[src/hw/fmc_pkg.sv]
// constants for the fuse memory register controller
package fmc_pkg;
    localparam int unsigned FMC_ADDR_W = 14;
    localparam int unsigned FMC_RDATA_W = 8;
    localparam int unsigned FMC_OFS_W = 5;
    // register byte offsets
    localparam logic [4:0] FMC_OFS_CTRL = 5'h00;
    localparam logic [4:0] FMC_OFS_ADDR = 5'h04;
    localparam logic [4:0] FMC_OFS_SELECT = 5'h08;
    localparam logic [4:0] FMC_OFS_UNLOCK1 = 5'h0C;
    localparam logic [4:0] FMC_OFS_UNLOCK2 = 5'h10;
    localparam logic [4:0] FMC_OFS_STATUS = 5'h14;
    localparam logic [4:0] FMC_OFS_CAPTURE = 5'h18;
    // control register fields
    localparam int unsigned FMC_CTRL_W = 8;
    localparam int unsigned FMC_B_CMD_LATCH = 0;
    localparam int unsigned FMC_B_DATA_LATCH = 1;
    localparam int unsigned FMC_B_PROG_HV = 2;
    localparam int unsigned FMC_B_READ_MODE = 3;
    localparam int unsigned FMC_B_ARRAY_RST_N = 4;
    localparam int unsigned FMC_B_WSTROBE_N = 5;
    localparam int unsigned FMC_B_PUMP = 6;
    localparam int unsigned FMC_B_PROG_DATA = 7;
    localparam logic [7:0] FMC_CTRL_RESET = 8'h30;
    localparam logic [13:0] FMC_ADDR_RESET = 14'h0000;
    localparam logic [13:0] FMC_ADDR_ZERO = 14'h0000;
    // status register fields
    localparam int unsigned FMC_S_LOCK = 8;
    localparam int unsigned FMC_S_SEC_VALID = 9;
    localparam int unsigned FMC_S_ARMED = 10;
    localparam int unsigned FMC_S_SEC_LSB = 16;
    // unlock key values, written in this order
    localparam logic [31:0] FMC_KEY1 = 32'h0000_5A5A;
    localparam logic [31:0] FMC_KEY2 = 32'h0000_A5A5;
    localparam logic [7:0] FMC_SEC_ALL_ONES = 8'hFF;
    localparam logic [7:0] FMC_SEC_ZEROES = 8'h00;
    localparam logic [1:0] FMC_HTRANS_NONSEQ = 2'h2;
    localparam logic [31:0] FMC_WORD_ZERO = 32'h0000_0000;
    typedef enum logic [1:0] {
        FMC_LK_IDLE = 2'b00,
        FMC_LK_FIRST = 2'b01,
        FMC_LK_ARMED = 2'b10
    } fmc_lock_t;
endpackage : fmc_pkg

[src/hw/fmc_ctrl.sv]
// fuse array controller: ahb-lite register slave driving the array pins
//
// Added by the designer: the AHB-Lite interface to the registers and the placing of the registers.
`timescale 1ns/10ps
`default_nettype none
module fmc_ctrl
    import fmc_pkg::*;
(
    input wire logic clk,
    input wire logic rst,
    // ahb-lite slave
    input wire logic hsel,
    input wire logic [31:0] haddr,
    input wire logic [1:0] htrans,
    input wire logic hwrite,
    input wire logic [2:0] hsize,
    input wire logic [31:0] hwdata,
    input wire logic hready,
    output logic hreadyout,
    output logic hresp,
    output logic [31:0] hrdata,
    // fuse array pins
    output logic [13:0] array_addr,
    output logic array_select_n,
    output logic cmd_latch_en,
    output logic data_latch_en,
    output logic program_hv_en,
    output logic read_mode_en,
    output logic array_reset_n,
    output logic write_strobe_n,
    output logic charge_pump_en,
    output logic program_data,
    input wire logic [7:0] array_read_data,
    input wire logic array_lock,
    // secure mode
    input wire logic secure_val_sel,
    output logic [7:0] secure_mode_byte,
    output logic secure_valid
);
    logic [7:0] ctrl;
    logic [13:0] addr;
    logic select_n;
    logic [7:0] rd_data;
    logic read_done;
    fmc_lock_t lock_state;
    fmc_lock_t next_lock_state;
    logic wr_pend;
    logic [4:0] wr_ofs;
    wire addr_phase;
    wire wr_ctrl;
    wire wr_addr;
    wire wr_select;
    wire wr_key1;
    wire wr_key2;
    wire wr_capture;
    wire ctrl_open;
    wire [31:0] status_word;
    wire [31:0] next_hrdata;
    wire [4:0] ofs;

    // address phase decode; only full-word singles are expected
    assign addr_phase = hsel && hready && htrans == FMC_HTRANS_NONSEQ;
    assign ofs = haddr[4:0];

    // zero wait states, always okay
    assign hreadyout = 1'b1;
    assign hresp = 1'b0;

    // remember a write address phase for its data phase
    always_ff @(posedge clk)
    begin
        if (rst)
        begin
            wr_pend <= 1'b0;
            wr_ofs <= FMC_OFS_CTRL;
        end
        else
        begin
            wr_pend <= addr_phase && hwrite;
            wr_ofs <= ofs;
        end
    end

    // data phase write strobes per register
    assign wr_ctrl = wr_pend && wr_ofs == FMC_OFS_CTRL;
    assign wr_addr = wr_pend && wr_ofs == FMC_OFS_ADDR;
    assign wr_select = wr_pend && wr_ofs == FMC_OFS_SELECT;
    assign wr_key1 = wr_pend && wr_ofs == FMC_OFS_UNLOCK1;
    assign wr_key2 = wr_pend && wr_ofs == FMC_OFS_UNLOCK2;
    assign wr_capture = wr_pend && wr_ofs == FMC_OFS_CAPTURE;

    // control registers freeze while the array sits in standby
    assign ctrl_open = !select_n;

    // key sequence: first key, then second key, then one select write
    always_comb
    begin
        next_lock_state = lock_state;
        case (lock_state)
            FMC_LK_IDLE:
            begin
                if (wr_key1 && hwdata == FMC_KEY1)
                    next_lock_state = FMC_LK_FIRST;
            end
            FMC_LK_FIRST:
            begin
                if (wr_key2 && hwdata == FMC_KEY2)
                    next_lock_state = FMC_LK_ARMED;
                else if (wr_pend)
                    next_lock_state = FMC_LK_IDLE;
            end
            FMC_LK_ARMED:
            begin
                // any write, the select write included, disarms
                if (wr_pend)
                    next_lock_state = FMC_LK_IDLE;
            end
            default:
                next_lock_state = FMC_LK_IDLE;
        endcase
    end

    always_ff @(posedge clk)
    begin
        if (rst)
            lock_state <= FMC_LK_IDLE;
        else
            lock_state <= next_lock_state;
    end

    // array select register, guarded by the key sequence
    always_ff @(posedge clk)
    begin
        if (rst)
            select_n <= 1'b1;
        else if (wr_select && lock_state == FMC_LK_ARMED)
            select_n <= hwdata[0];
    end

    // control bits and address, written only outside standby
    always_ff @(posedge clk)
    begin
        if (rst)
        begin
            ctrl <= FMC_CTRL_RESET;
            addr <= FMC_ADDR_RESET;
        end
        else
        begin
            if (wr_ctrl && ctrl_open)
                ctrl <= hwdata[FMC_CTRL_W-1:0];
            if (wr_addr && ctrl_open)
                addr <= hwdata[FMC_ADDR_W-1:0];
        end
    end

    // capture the eight-bit read word on software request
    always_ff @(posedge clk)
    begin
        if (rst)
        begin
            rd_data <= FMC_SEC_ZEROES;
            read_done <= 1'b0;
        end
        else
        begin
            read_done <= wr_capture && ctrl_open && ctrl[FMC_B_READ_MODE];
            if (wr_capture)
                rd_data <= array_read_data;
        end
    end

    // pin drive; high voltage and pump barred in read mode and once locked
    assign array_addr = addr;
    assign array_select_n = select_n;
    assign cmd_latch_en = ctrl[FMC_B_CMD_LATCH];
    assign data_latch_en = ctrl[FMC_B_DATA_LATCH];
    assign read_mode_en = ctrl[FMC_B_READ_MODE];
    assign program_hv_en = ctrl[FMC_B_PROG_HV] && !ctrl[FMC_B_READ_MODE]
        && !array_lock;
    assign charge_pump_en = ctrl[FMC_B_PUMP] && !ctrl[FMC_B_READ_MODE]
        && !array_lock;
    assign array_reset_n = ctrl[FMC_B_ARRAY_RST_N];
    assign write_strobe_n = ctrl[FMC_B_WSTROBE_N];
    assign program_data = ctrl[FMC_B_PROG_DATA];

    // secure-mode byte comes from the first address zero read
    fmc_secure_latch u_secure (
        .clk(clk),
        .rst(rst),
        .secure_val_sel(secure_val_sel),
        .read_done(read_done),
        .read_addr_zero(addr == FMC_ADDR_ZERO),
        .read_data(rd_data),
        .secure_mode_byte(secure_mode_byte),
        .secure_valid(secure_valid)
    );

    // status word: read data, lock, valid, armed, secure byte
    assign status_word = {8'h00, secure_mode_byte, 5'h00,
        lock_state == FMC_LK_ARMED, secure_valid, array_lock, rd_data};

    // read mux; unmapped offsets read zero
    assign next_hrdata =
        ofs == FMC_OFS_CTRL ? {24'h000000, ctrl} :
        ofs == FMC_OFS_ADDR ? {18'h00000, addr} :
        ofs == FMC_OFS_SELECT ? {31'h00000000, select_n} :
        ofs == FMC_OFS_STATUS ? status_word :
        FMC_WORD_ZERO;

    // read data registered at the address phase, stands in the data phase
    always_ff @(posedge clk)
    begin
        if (rst)
            hrdata <= FMC_WORD_ZERO;
        else if (addr_phase && !hwrite)
            hrdata <= next_hrdata;
    end

    a_select_keyed: assert property (@(posedge clk) disable iff (rst)
        !$stable(select_n) |-> $past(wr_select) && $past(lock_state) == FMC_LK_ARMED)
        else $error("array select changed without unlock");
    a_key_order: assert property (@(posedge clk) disable iff (rst)
        wr_key2 && hwdata == FMC_KEY2 && lock_state == FMC_LK_FIRST
        |=> lock_state == FMC_LK_ARMED ##1 1'b1)
        else $error("ordered keys did not arm");
    a_standby_hold: assert property (@(posedge clk) disable iff (rst)
        select_n |-> !read_done)
        else $error("read completed while in standby");
    a_standby_frozen: assert property (@(posedge clk) disable iff (rst)
        select_n && (wr_ctrl || wr_addr) |=> $stable(ctrl) && $stable(addr))
        else $error("control written during standby");
    a_lock_no_prog: assert property (@(posedge clk) disable iff (rst)
        array_lock |-> !program_hv_en && !charge_pump_en)
        else $error("programming enabled while locked");
    a_read_no_hv: assert property (@(posedge clk) disable iff (rst)
        read_mode_en |-> !program_hv_en && !charge_pump_en)
        else $error("high voltage on in read mode");
    a_capture_done: assert property (@(posedge clk) disable iff (rst)
        wr_capture && !select_n && read_mode_en |=> read_done ##1 !read_done)
        else $error("capture did not pulse read done");
    a_read_data: assert property (@(posedge clk) disable iff (rst)
        addr_phase && !hwrite && ofs == FMC_OFS_CTRL |=> hrdata[7:0] == $past(ctrl))
        else $error("control readback wrong");
endmodule : fmc_ctrl
`default_nettype wire

[src/hw/fmc_secure_latch.sv]
// secure-mode byte latch fed by the first read of array address zero
`timescale 1ns/10ps
`default_nettype none
module fmc_secure_latch
    import fmc_pkg::*;
(
    input wire logic clk,
    input wire logic rst,
    input wire logic secure_val_sel,
    input wire logic read_done,
    input wire logic read_addr_zero,
    input wire logic [7:0] read_data,
    output logic [7:0] secure_mode_byte,
    output logic secure_valid
);
    logic [7:0] held;
    wire first_read;

    // only the first completed address-zero read counts, later ones are ignored
    assign first_read = read_done && read_addr_zero && !secure_valid;

    // held value and valid flag live until the next reset
    always_ff @(posedge clk)
    begin
        if (rst)
        begin
            held <= FMC_SEC_ALL_ONES;
            secure_valid <= 1'b0;
        end
        else if (first_read)
        begin
            held <= read_data;
            secure_valid <= 1'b1;
        end
    end

    // select low forces zeroes, select high shows ones until latched
    assign secure_mode_byte = secure_val_sel ? held : FMC_SEC_ZEROES;

    a_sec_zero_out: assert property (@(posedge clk) disable iff (rst)
        !secure_val_sel |-> secure_mode_byte == FMC_SEC_ZEROES)
        else $error("secure byte not zero with select low");
    a_sec_default: assert property (@(posedge clk) disable iff (rst)
        secure_val_sel && !secure_valid |-> secure_mode_byte == FMC_SEC_ALL_ONES)
        else $error("secure byte not all ones before first read");
    a_sec_latch_hold: assert property (@(posedge clk) disable iff (rst)
        secure_valid |=> secure_valid && $stable(held))
        else $error("latched secure byte changed");
    a_sec_capture: assert property (@(posedge clk) disable iff (rst)
        read_done && read_addr_zero && !secure_valid |=> secure_valid
        && held == $past(read_data))
        else $error("first address zero read not captured");
endmodule : fmc_secure_latch
`default_nettype wire

[config.mk]
export PLATFORM = sky130hd
export DESIGN_NAME = fmc_ctrl
export DESIGN_NICKNAME = d
export VERILOG_FILES = /design/src/hw/fmc_pkg.sv /design/src/hw/fmc_ctrl.sv /design/src/hw/fmc_secure_latch.sv
export SDC_FILE = /design/constraint.sdc
export NUM_CORES = 1
export LEC_CHECK = 0
export BUFFER_PORTS_ARGS = -buffer_cell sky130_fd_sc_hd__buf_2
export CAP_MARGIN = 20
export CORE_MARGIN = 2
export CORE_UTILIZATION = 48
export CTS_BUF_LIST = sky130_fd_sc_hd__clkbuf_8
export DETAILED_ROUTE_END_ITERATION = 7
export GPL_TIMING_DRIVEN = 0
export PLACE_DENSITY = 0.84
export RECOVER_POWER = 50
export SYNTH_ARGS = -nofsm -noshare
export SYNTH_HDL_FRONTEND = slang
export SYNTH_SLANG_ARGS = --single-unit
[constraint.sdc]
create_clock -name clk -period 2.3 [get_ports clk]
set_clock_uncertainty 0.2 [all_clocks]
set_input_delay 0.115 -clock clk [delete_from_list [all_inputs] [get_ports clk]]
set_output_delay 0.115 -clock clk [all_outputs]
set_load 0.02 [all_outputs]
==> impl_metrics.json, run 1 <==
{
  "ys_async_sr_fraction": 0,
  "clk_latency_ns": 0.35,
  "routedWlPerCell_um": 16.1,
  "synth_flop_cell": "dfxtp_1",
  "portBuffers": 105,
  "syn2layout_area_growth_pct": 37.0,
  "crit_arrival_ns": 2.25,
  "outcome": "completed",
  "multi_input_area_um2": 1500,
  "worstSetupStartpointType": "register",
  "max_freq_mhz": 456,
  "route.detailed.drc": 0,
  "seq_area_um2": 1420,
  "antenna_left": 0,
  "cp-end-kind": "register",
  "final_area_um2": 4240,
  "layout_setup_ws_ns": 0.105,
  "nets": 568,
  "reg2reg_from": "array_addr[9]$_SDFFE_PP0P_",
  "crit_fanout": 10,
  "relSlewSlack": 0.504,
  "die_w_um": 84.3,
  "max_cap_violations": 0,
  "dpl_cell_area_um2": 3750,
  "clk_pin_slew_ns": 0.08,
  "place_congestion": 0.932,
  "cts_tree": "built",
  "netlist_instances": 322,
  "fp-row-count": 29,
  "dp_hpwl_mm": 6.41,
  "antenna_found_initial": 0,
  "drive_gt1_frac": 0.209,
  "vias": 3033,
  "rsz0062_at_grt": "no",
  "die_h_um": 84.3,
  "grt.total_usage": 0.258,
  "ys_seq_area_frac": 0.460,
  "hold_viol": 0,
  "hp-start": "hwdata[31]",
  "criticalPathCategory": "register to register",
  "synth-edff-count": 0,
  "firstDrtPassIters": 4,
  "grt_pass1_wl_mm": 14.4,
  "clock_tree.buffer_depth": 2,
  "root_buffer": "clkbuf_8",
  "setup_viol": 0,
  "mostFrequentLayoutCell": "dfxtp_1",
  "clkSinkCount": 71,
  "cp.required_ns": 2.35,
  "yosys_warnings": 0,
  "grt-ovfl-total": 0,
  "setup_tns_ns": 0,
  "synth.cell_area_um2": 3090,
  "synth_top_area_share": 0.460,
  "peakVddDrop_mv": 0.444,
  "cts_inserted_buffers": 9,
  "final_cell_mix": "dfxtp_1, clkbuf_1, nor2_1, buf_2, dlygate4sd3_1",
  "place_ws_ns": 0.148,
  "drt_iter0_markers": 243,
  "synth_area_leader_cell": "dfxtp_1",
  "worst-slew-pin-transition_ns": 0.745,
  "min_period_over_period": 0.955,
  "grt_max_degree": 14,
  "power_density_nw_per_um2": 568,
  "grt_pass1_vias": 3024,
  "insertedDiodeCount": 0,
  "yosys.cell_types.count": 45,
  "crit_path_start": "array_addr[9]$_SDFFE_PP0P_",
  "ys_ff_latch": 71,
  "slew_viol_final": 0,
  "synth_area_leaders": "dfxtp_1, mux2i_1, nor2_1",
  "viasPerCell": 5.36,
  "post_cts.repair.setup_buffers": 0,
  "finalCriticalPeriod_ns": 2.20,
  "fill_cells": 550,
  "die-area_um2": 7100,
  "syn_area_per_cell_um2": 9.61,
  "p_leak_nw": 1.80,
  "hold_class": "input pin to register",
  "ios": 150,
  "routed_wl_mm": 9.12,
  "cts-htree-levels": 3,
  "initial_core_util": 0.493,
  "coreArea_um2": 6280
}
## cells in the mapped netlist, types with 3 or more instances
| cell type | count |
|---|---|
| dfxtp_1 | 71 |
| nor2_1 | 52 |
| mux2i_1 | 35 |
| buf_4 | 13 |
| inv_1 | 11 |
| a211o_1 | 8 |
| a21oi_1 | 8 |
| a22o_2 | 8 |
| a22oi_1 | 8 |
| and2_1 | 8 |
| nand2_1 | 8 |
| nor4_1 | 8 |
| clkbuf_1 | 7 |
| nand3_1 | 7 |
| nor2b_1 | 7 |
| nor3_1 | 7 |
| o21ai_0 | 6 |
| buf_2 | 5 |
| mux2_2 | 4 |
| nand4_1 | 4 |
| nor3b_1 | 3 |
| nor4b_1 | 3 |
| nor4bb_1 | 3 |
## state kept, by name, summed over array words and instances (netlist names)
register and count:
array_addr 14, array_select_n 1, ctrl 8, hrdata 22, lock_state 2, rd_data 8
read_done 1, u_secure.held 8, u_secure.secure_valid 1, wr_ofs 5, wr_pend 1
## worst max-delay path, cell delays in order, from the launching register on
cell,delay (ns)
dfxtp_1,0.35
nor4_1,0.45
nand4_1,0.43
buf_2,0.34
a211o_1,0.32
## final cells by class
cell class / count / share of cell area
inverter: 11 / 0.00974
timing repair buffer: 141 / 0.192
clock inverter: 6 / 0.0106
tap: 77 / 0.0227
clock buffer: 10 / 0.0325
sequential: 71 / 0.335
multi-input combinational: 222 / 0.353
buffer: 28 / 0.0434
## cell families after synthesis
logic type | count (synthesis) | synth area share
muxes | 39 | 0.128
DFF | 71 | 0.460
AOI/OAI and AO/OA | 44 | 0.107
and+or+nand+nor | 127 | 0.230
buffers and inverters | 39 | 0.0732
other | 2 | 0.00243
## timing repair
item | 4_1_cts | 5_1_grt
hold endpoints to repair | 53 | 0
endpoints found under the setup margin | 0 | 2
resized for setup | 0 | 2
hold buffers | 38 | 0
## routing by layer
metal  routed length, µm  global-route usage  part of all wire
met3                 708              0.0855             0.078
met4                 149               0.106             0.016
met5                   0                   0                 0
met2                4400               0.435              0.48
met1                3870               0.303              0.42
## worst paths after layout
| path | cells after the start | endpoint | slack [ns] |
|---|---|---|---|
| worst max register to register | 4 | u_secure.held[1]$_SDFFE_PP1P_ | 0.10 |
| worst max-delay path | 4 | u_secure.held[1]$_SDFFE_PP1P_ | 0.10 |
| worst min-delay path | 5 | lock_state[0]$_SDFFE_PP0P_ | 0.05 |
| worst min register to register | 2 | hrdata[10]$_SDFFE_PP0P_ | 0.25 |
## report_power, final
| part | switching, mW | internal [mW] | total [mW] |
|---|---|---|---|
| clock | 0.499 | 0.424 | 0.923 |
| sequential | 0.00469 | 1.23 | 1.24 |
| combinational | 0.128 | 0.118 | 0.246 |
## per-stage QoR
step,instances,utilization,hold WS (ns),total power [mW]
2_1_floorplan,332,-,0.0432,1.37
3_3_place_gp,514,0.598,0.156,1.46
3_5_place_dp,514,0.598,0.159,1.46
4_1_cts,568,0.687,0.000297,2.41
5_1_grt,566,0.675,0.0605,2.49
6_report,566,0.675,0.0528,2.41
No activity file was read; power rests on OpenSTA's default activity.
==> inputs of run 2 (changes only) <==
- CORE_UTILIZATION: 48 -> 35
- PLACE_DENSITY: 0.84 -> 0.64
==> run 2 against run 1 <==
Utilization shrank 18 points. Non-clock buffer count is the same. Maximum frequency shrank 0.10%. Clock power grew 7.3%. Critical path type is now input pin to register. Count of clock-buffer cells in the layout is the same. Setup slack lost 0.0022 ns. Global-route usage shrank 6.3 points. Die area grew 35%.
==> impl_metrics.json, run 2 (synthesis results as in run 1) <==
{
  "outcome": "completed",
  "viasPerCell": 4.93,
  "seq_area_um2": 1420,
  "die_h_um": 98.0,
  "clkSinkCount": 71,
  "fp-row-count": 34,
  "antenna_left": 0,
  "crit_path_start": "hwdata[30]",
  "drt_iter0_markers": 127,
  "crit_slowest_cell": "dlygate4sd3_1",
  "crit_top_cell": "dlygate4sd3_1",
  "portBuffers": 105,
  "fill_cells": 853,
  "slew_viol_final": 0,
  "min_period_over_period": 0.955,
  "pwr-share-comb": 0.097,
  "root_buffer": "clkbuf_8",
  "p_leak_nw": 1.82,
  "power_density_nw_per_um2": 578,
  "insertedDiodeCount": 0,
  "syn2layout_area_growth_pct": 38.2,
  "mostFrequentLayoutCell": "dfxtp_1",
  "power_frac_seq": 0.502,
  "setup_viol": 0,
  "nets": 568,
  "relSlewSlack": 0.533,
  "ios": 150,
  "drive_gt1_frac": 0.207,
  "reg2reg_from": "array_addr[9]$_SDFFE_PP0P_",
  "grt_pass1_wl_mm": 15.0,
  "final_area_um2": 4280,
  "grt-ovfl-total": 0,
  "crit_chain": "dlygate4sd3_1 -> buf_2 -> nor4_1 -> dlygate4sd3_1 -> nand4_1 -> or4_1 -> o21ai_0",
  "cts_tree": "built",
  "max_cap_violations": 0,
  "grt.total_usage": 0.196,
  "setup_tns_ns": 0,
  "peakVddDrop_mv": 0.273,
  "antenna_found_initial": 0,
  "routed_wl_mm": 9.20,
  "hp-start": "hwdata[23]",
  "crit_arrival_ns": 2.26,
  "initial_core_util": 0.358,
  "crit_fanout": 2,
  "p_int_mw": 1.87,
  "p_switching_mw": 0.595,
  "hold_viol": 0,
  "worst-slew-pin-transition_ns": 0.700,
  "place_congestion": 0.838,
  "hold_slack_ns": 0.0286,
  "clk_latency_ns": 0.34,
  "multi_input_area_um2": 1480,
  "crit_path_max_incr_delay_ns": 0.58,
  "cts_inserted_buffers": 9,
  "dpl_cell_area_um2": 3790,
  "grt_max_degree": 13,
  "hold_class": "input pin to register",
  "vias": 2940,
  "largest_reg_flops": 22,
  "dp_hpwl_mm": 6.83,
  "cp-end-kind": "register",
  "top_register": "hrdata",
  "clk_pin_slew_ns": 0.08,
  "finalCriticalPeriod_ns": 2.20,
  "grt_pass1_vias": 2926,
  "cp.required_ns": 2.36,
  "rsz0062_at_grt": "no",
  "max_freq_mhz": 455,
  "coreArea_um2": 8640,
  "clock_tree.buffer_depth": 2,
  "route.detailed.drc": 0,
  "die_w_um": 98.0,
  "swShare": 0.241,
  "cts-htree-levels": 3,
  "worstSetupStartpointType": "input pin",
  "routedWlPerCell_um": 15.4,
  "p_clk_frac": 0.401,
  "die-area_um2": 9600,
  "firstDrtPassIters": 4,
  "final_cell_mix": "dfxtp_1, clkbuf_1, nor2_1, buf_2, mux2i_1",
  "criticalPathCategory": "input pin to register"
}
==> run 2: cell count changes in the layout (fill, tap and decap cells not counted) <==
| cell | previous run | this run |
|---|---|---|
| buf_4 | 13 | 14 |
| nor4_4 | 1 | 0 |
| inv_6 | 1 | 0 |
| dlygate4sd3_1 | 36 | 34 |
| clkinvlp_4 | 3 | 2 |
| bufinv_16 | 0 | 1 |
| nor4_1 | 7 | 8 |
| dlymetal6s4s_1 | 0 | 1 |
==> run 2: final cells by class <==
type | instances | area share
Timing Repair Buffer | 141 | 0.191
Tap cell | 108 | 0.0316
Inverter | 11 | 0.00966
Clock buffer | 10 | 0.0322
Buffer | 28 | 0.0430
Sequential cell | 71 | 0.332
Clock inverter | 5 | 0.0138
Multi-Input combinational cell | 222 | 0.347
==> run 2: critical path: cells and delay by family <==
| family | cells | cell delay, ns |
|---|---|---|
| AO/OA/AOI/OAI | 1 | 0.10 |
| buffers and inverters | 3 | 1.28 |
| AND/OR/NAND/NOR | 3 | 0.77 |
==> run 2: path summary, 6_finish.rpt <==
path                                   endpoint  slack [ns]  cells past startpoint
hold reg to reg         hrdata[10]$_SDFFE_PP0P_        0.26                      2
setup reg to reg  u_secure.held[5]$_SDFFE_PP1P_        0.21                      4
setup / recovery     lock_state[0]$_SDFFE_PP0P_        0.10                      7
hold / removal       lock_state[0]$_SDFFE_PP0P_        0.03                      5
==> run 2: timing repair <==
action,4_1_cts,5_1_grt
hold buffers,35,0
endpoints found under the setup margin,1,9
gates resized for setup,0,1
hold endpoints to repair,53,0
setup buffers,0,1
pin swaps,1,1
==> run 2: routing by layer <==
layer / track usage / share of wire
met1: 0.263 / 0.46
met2: 0.312 / 0.47
met3: 0.0580 / 0.072
met4: 0.0427 / 0.0018
met5: 0 / 0
==> run 2: stage by stage <==
step,setup WS [ns],total power [mW],utilization,instances
6_report,0.102,2.47,0.495,596
3_5_place_dp,0.0252,1.47,0.439,545
5_1_grt,0.0333,2.57,0.495,596
2_1_floorplan,0.550,1.37,-,332
3_3_place_gp,0.0565,1.46,0.439,545
4_1_cts,0.0204,2.49,0.502,595
==> run 2: power groups by stage <==
| stage | registers (mW) | clock network [mW] | logic (mW) |
|---|---|---|---|
| 2_1_floorplan | 1.27 | 0 | 0.106 |
| 3_3_place_gp | 1.27 | 0 | 0.197 |
| 3_5_place_dp | 1.27 | 0 | 0.198 |
| 4_1_cts | 1.24 | 1.01 | 0.241 |
| 5_1_grt | 1.24 | 1.07 | 0.259 |
| 6_report | 1.24 | 0.990 | 0.241 |
==> inputs of run 3 (changes only) <==
- SLEW_MARGIN: unset -> 20
- clock period: 2.3 -> 2.4 ns (I/O delays scaled with it)
==> run 3 against run 2 <==
Final area about the same. Die area is the same. Global-route usage stayed put. Sequential share of layout area is essentially flat. Register-to-register slack improved by 0.09 ns. Final cell count did not move. Wire length up 0.25%. Critical endpoint is now lock_state[1]$_SDFFE_PP0P_.
==> impl_metrics.json, run 3 (synthesis results as in run 1) <==
{
  "outcome": "completed",
  "cts-htree-levels": 3,
  "mostFrequentLayoutCell": "dfxtp_1",
  "cp-end-kind": "register",
  "reg2regPathDepth": 4,
  "cp.depth": 7,
  "coreArea_um2": 8640,
  "reg2reg_setup_slack_ns": 0.30,
  "crit_fanout": 2,
  "clk_pin_slew_ns": 0.08,
  "setup_viol": 0,
  "initial_core_util": 0.358,
  "place_congestion": 0.838,
  "crit_arrival_ns": 2.34,
  "top_register": "hrdata",
  "crit_family": "buffers and inverters",
  "slew_viol_final": 0,
  "reg2reg_from": "array_addr[9]$_SDFFE_PP0P_",
  "relSlewSlack": 0.530,
  "viasPerCell": 4.97,
  "endpoint": "lock_state[1]$_SDFFE_PP0P_",
  "portBuffers": 105,
  "hold_class": "input pin to register",
  "worstSetupStartpointType": "input pin",
  "cp.buffers_inverters": 4,
  "routedWlPerCell_um": 15.5,
  "die_w_um": 98.0,
  "crit_chain": "dlygate4sd3_1 -> buf_2 -> nor4_1 -> dlygate4sd3_1 -> nand4_1 -> dlygate4sd3_1 -> o32ai_1",
  "die-area_um2": 9600,
  "clkSinkCount": 71,
  "final_cell_mix": "dfxtp_1, clkbuf_1, nor2_1, buf_2",
  "max_cap_violations": 0,
  "rsz0062_at_grt": "no",
  "syn2layout_area_growth_pct": 38.1,
  "vias": 2963,
  "peakVddDrop_mv": 0.262,
  "grt_pass1_vias": 2926,
  "crit_top_cell": "dlygate4sd3_1",
  "crit_slowest_cell": "dlygate4sd3_1",
  "criticalPathCategory": "input pin to register",
  "fp-row-count": 34,
  "hold_viol": 0,
  "drt_iter0_markers": 125,
  "grt.total_usage": 0.196,
  "min_period_over_period": 0.955,
  "crit_path_max_incr_delay_ns": 0.59,
  "clk_latency_ns": 0.35,
  "grt_pass1_wl_mm": 15.0,
  "grt-ovfl-total": 0,
  "finalCriticalPeriod_ns": 2.29,
  "r2r-end": "u_secure.held[5]$_SDFFE_PP1P_",
  "cp.required_ns": 2.45,
  "p_leak_nw": 1.81,
  "grt_max_degree": 13,
  "antenna_found_initial": 0,
  "antenna_left": 0,
  "power_density_nw_per_um2": 554,
  "crit_path_start": "hwdata[30]",
  "firstDrtPassIters": 4,
  "setup_tns_ns": 0,
  "routed_wl_mm": 9.22,
  "cts_inserted_buffers": 9,
  "ios": 150,
  "die_h_um": 98.0,
  "insertedDiodeCount": 0,
  "nets": 568,
  "worst-slew-pin-transition_ns": 0.706,
  "largest_reg_flops": 22,
  "dp_hpwl_mm": 6.83,
  "max_freq_mhz": 436,
  "post-route-util": 0.495,
  "finalPower_mw": 2.37,
  "root_buffer": "clkbuf_8",
  "cts_tree": "built",
  "drive_gt1_frac": 0.207,
  "route.detailed.drc": 0,
  "clock_tree.buffer_depth": 2
}
-- run 3: changes by cell type in the layout (fill, tap and decap cells not counted), sizes merged --
cell,before,now
dlymetal6s4s,1,0
dlygate4sd3,34,35
-- run 3: how the worst min path moves through the flow --
stage | startpoint | end | slack [ns] | cells after the start
global placement | array_read_data[0] | rd_data[0]$_SDFFE_PP0N_ | 0.16 | 3
global route | hwdata[23] | lock_state[0]$_SDFFE_PP0P_ | 0.06 | 5
finish | hwdata[23] | lock_state[0]$_SDFFE_PP0P_ | 0.02 | 5
CTS | hwdata[31] | lock_state[0]$_SDFFE_PP0P_ | 0.008 | 5
detailed placement | array_read_data[0] | rd_data[0]$_SDFFE_PP0N_ | 0.16 | 3
floorplan | haddr[0] | wr_ofs[0]$_SDFF_PP0_ | 0.05 | 1
-- run 3: area by class of cell --
class / instances / area, µm²
inverters: 11 / 41.3
clock buffers: 10 / 138
plain buffers: 28 / 184
clock inverters: 5 / 58.8
well taps: 108 / 135
fillers: 853 / 4360
multi-input cells: 222 / 1480
flip-flops and latches: 71 / 1420
repair buffers: 141 / 812
-- run 3: tightest hold or removal path, delay by kind of cell --
family                 cells  cell delay [ns]
buffers and inverters      1             0.08
AOI/OAI and AO/OA          1             0.08
and+or+nand+nor            3             0.22
-- run 3: stage by stage --
stage | hold slack (ns) | area [µm²] | worst slack [ns] | cells
2_1_floorplan | 0.0482 | 3130 | 0.650 | 332
3_3_place_gp | 0.159 | 3790 | 0.156 | 545
3_5_place_dp | 0.165 | 3790 | 0.125 | 545
4_1_cts | 0.00759 | 4340 | 0.0983 | 595
5_1_grt | 0.0562 | 4270 | 0.0228 | 596
6_report | 0.0201 | 4270 | 0.108 | 596
-- run 3: routing by layer --
layer  part of all wire  up-vias  GRT usage
met5                  0        -          0
met4             0.0095        0     0.0427
met3              0.076        8     0.0580
met2               0.46      122      0.312
met1               0.45     1384      0.263
li1                   -     1449          -
-- run 3: power by group --
group          switching [mW]  leakage (nW)  total (mW)  internal (mW)
clock                   0.447        0.0944       0.949          0.502
sequential            0.00430         0.574        1.19           1.18
combinational           0.120          1.14       0.231          0.111
-- run 3: repair_timing --
item / CTS / global route
endpoints found under the setup margin: 0 / 2
hold endpoints to repair: 52 / 0
hold buffers: 35 / 0
setup buffers: 0 / 1
resized for setup: 0 / 0
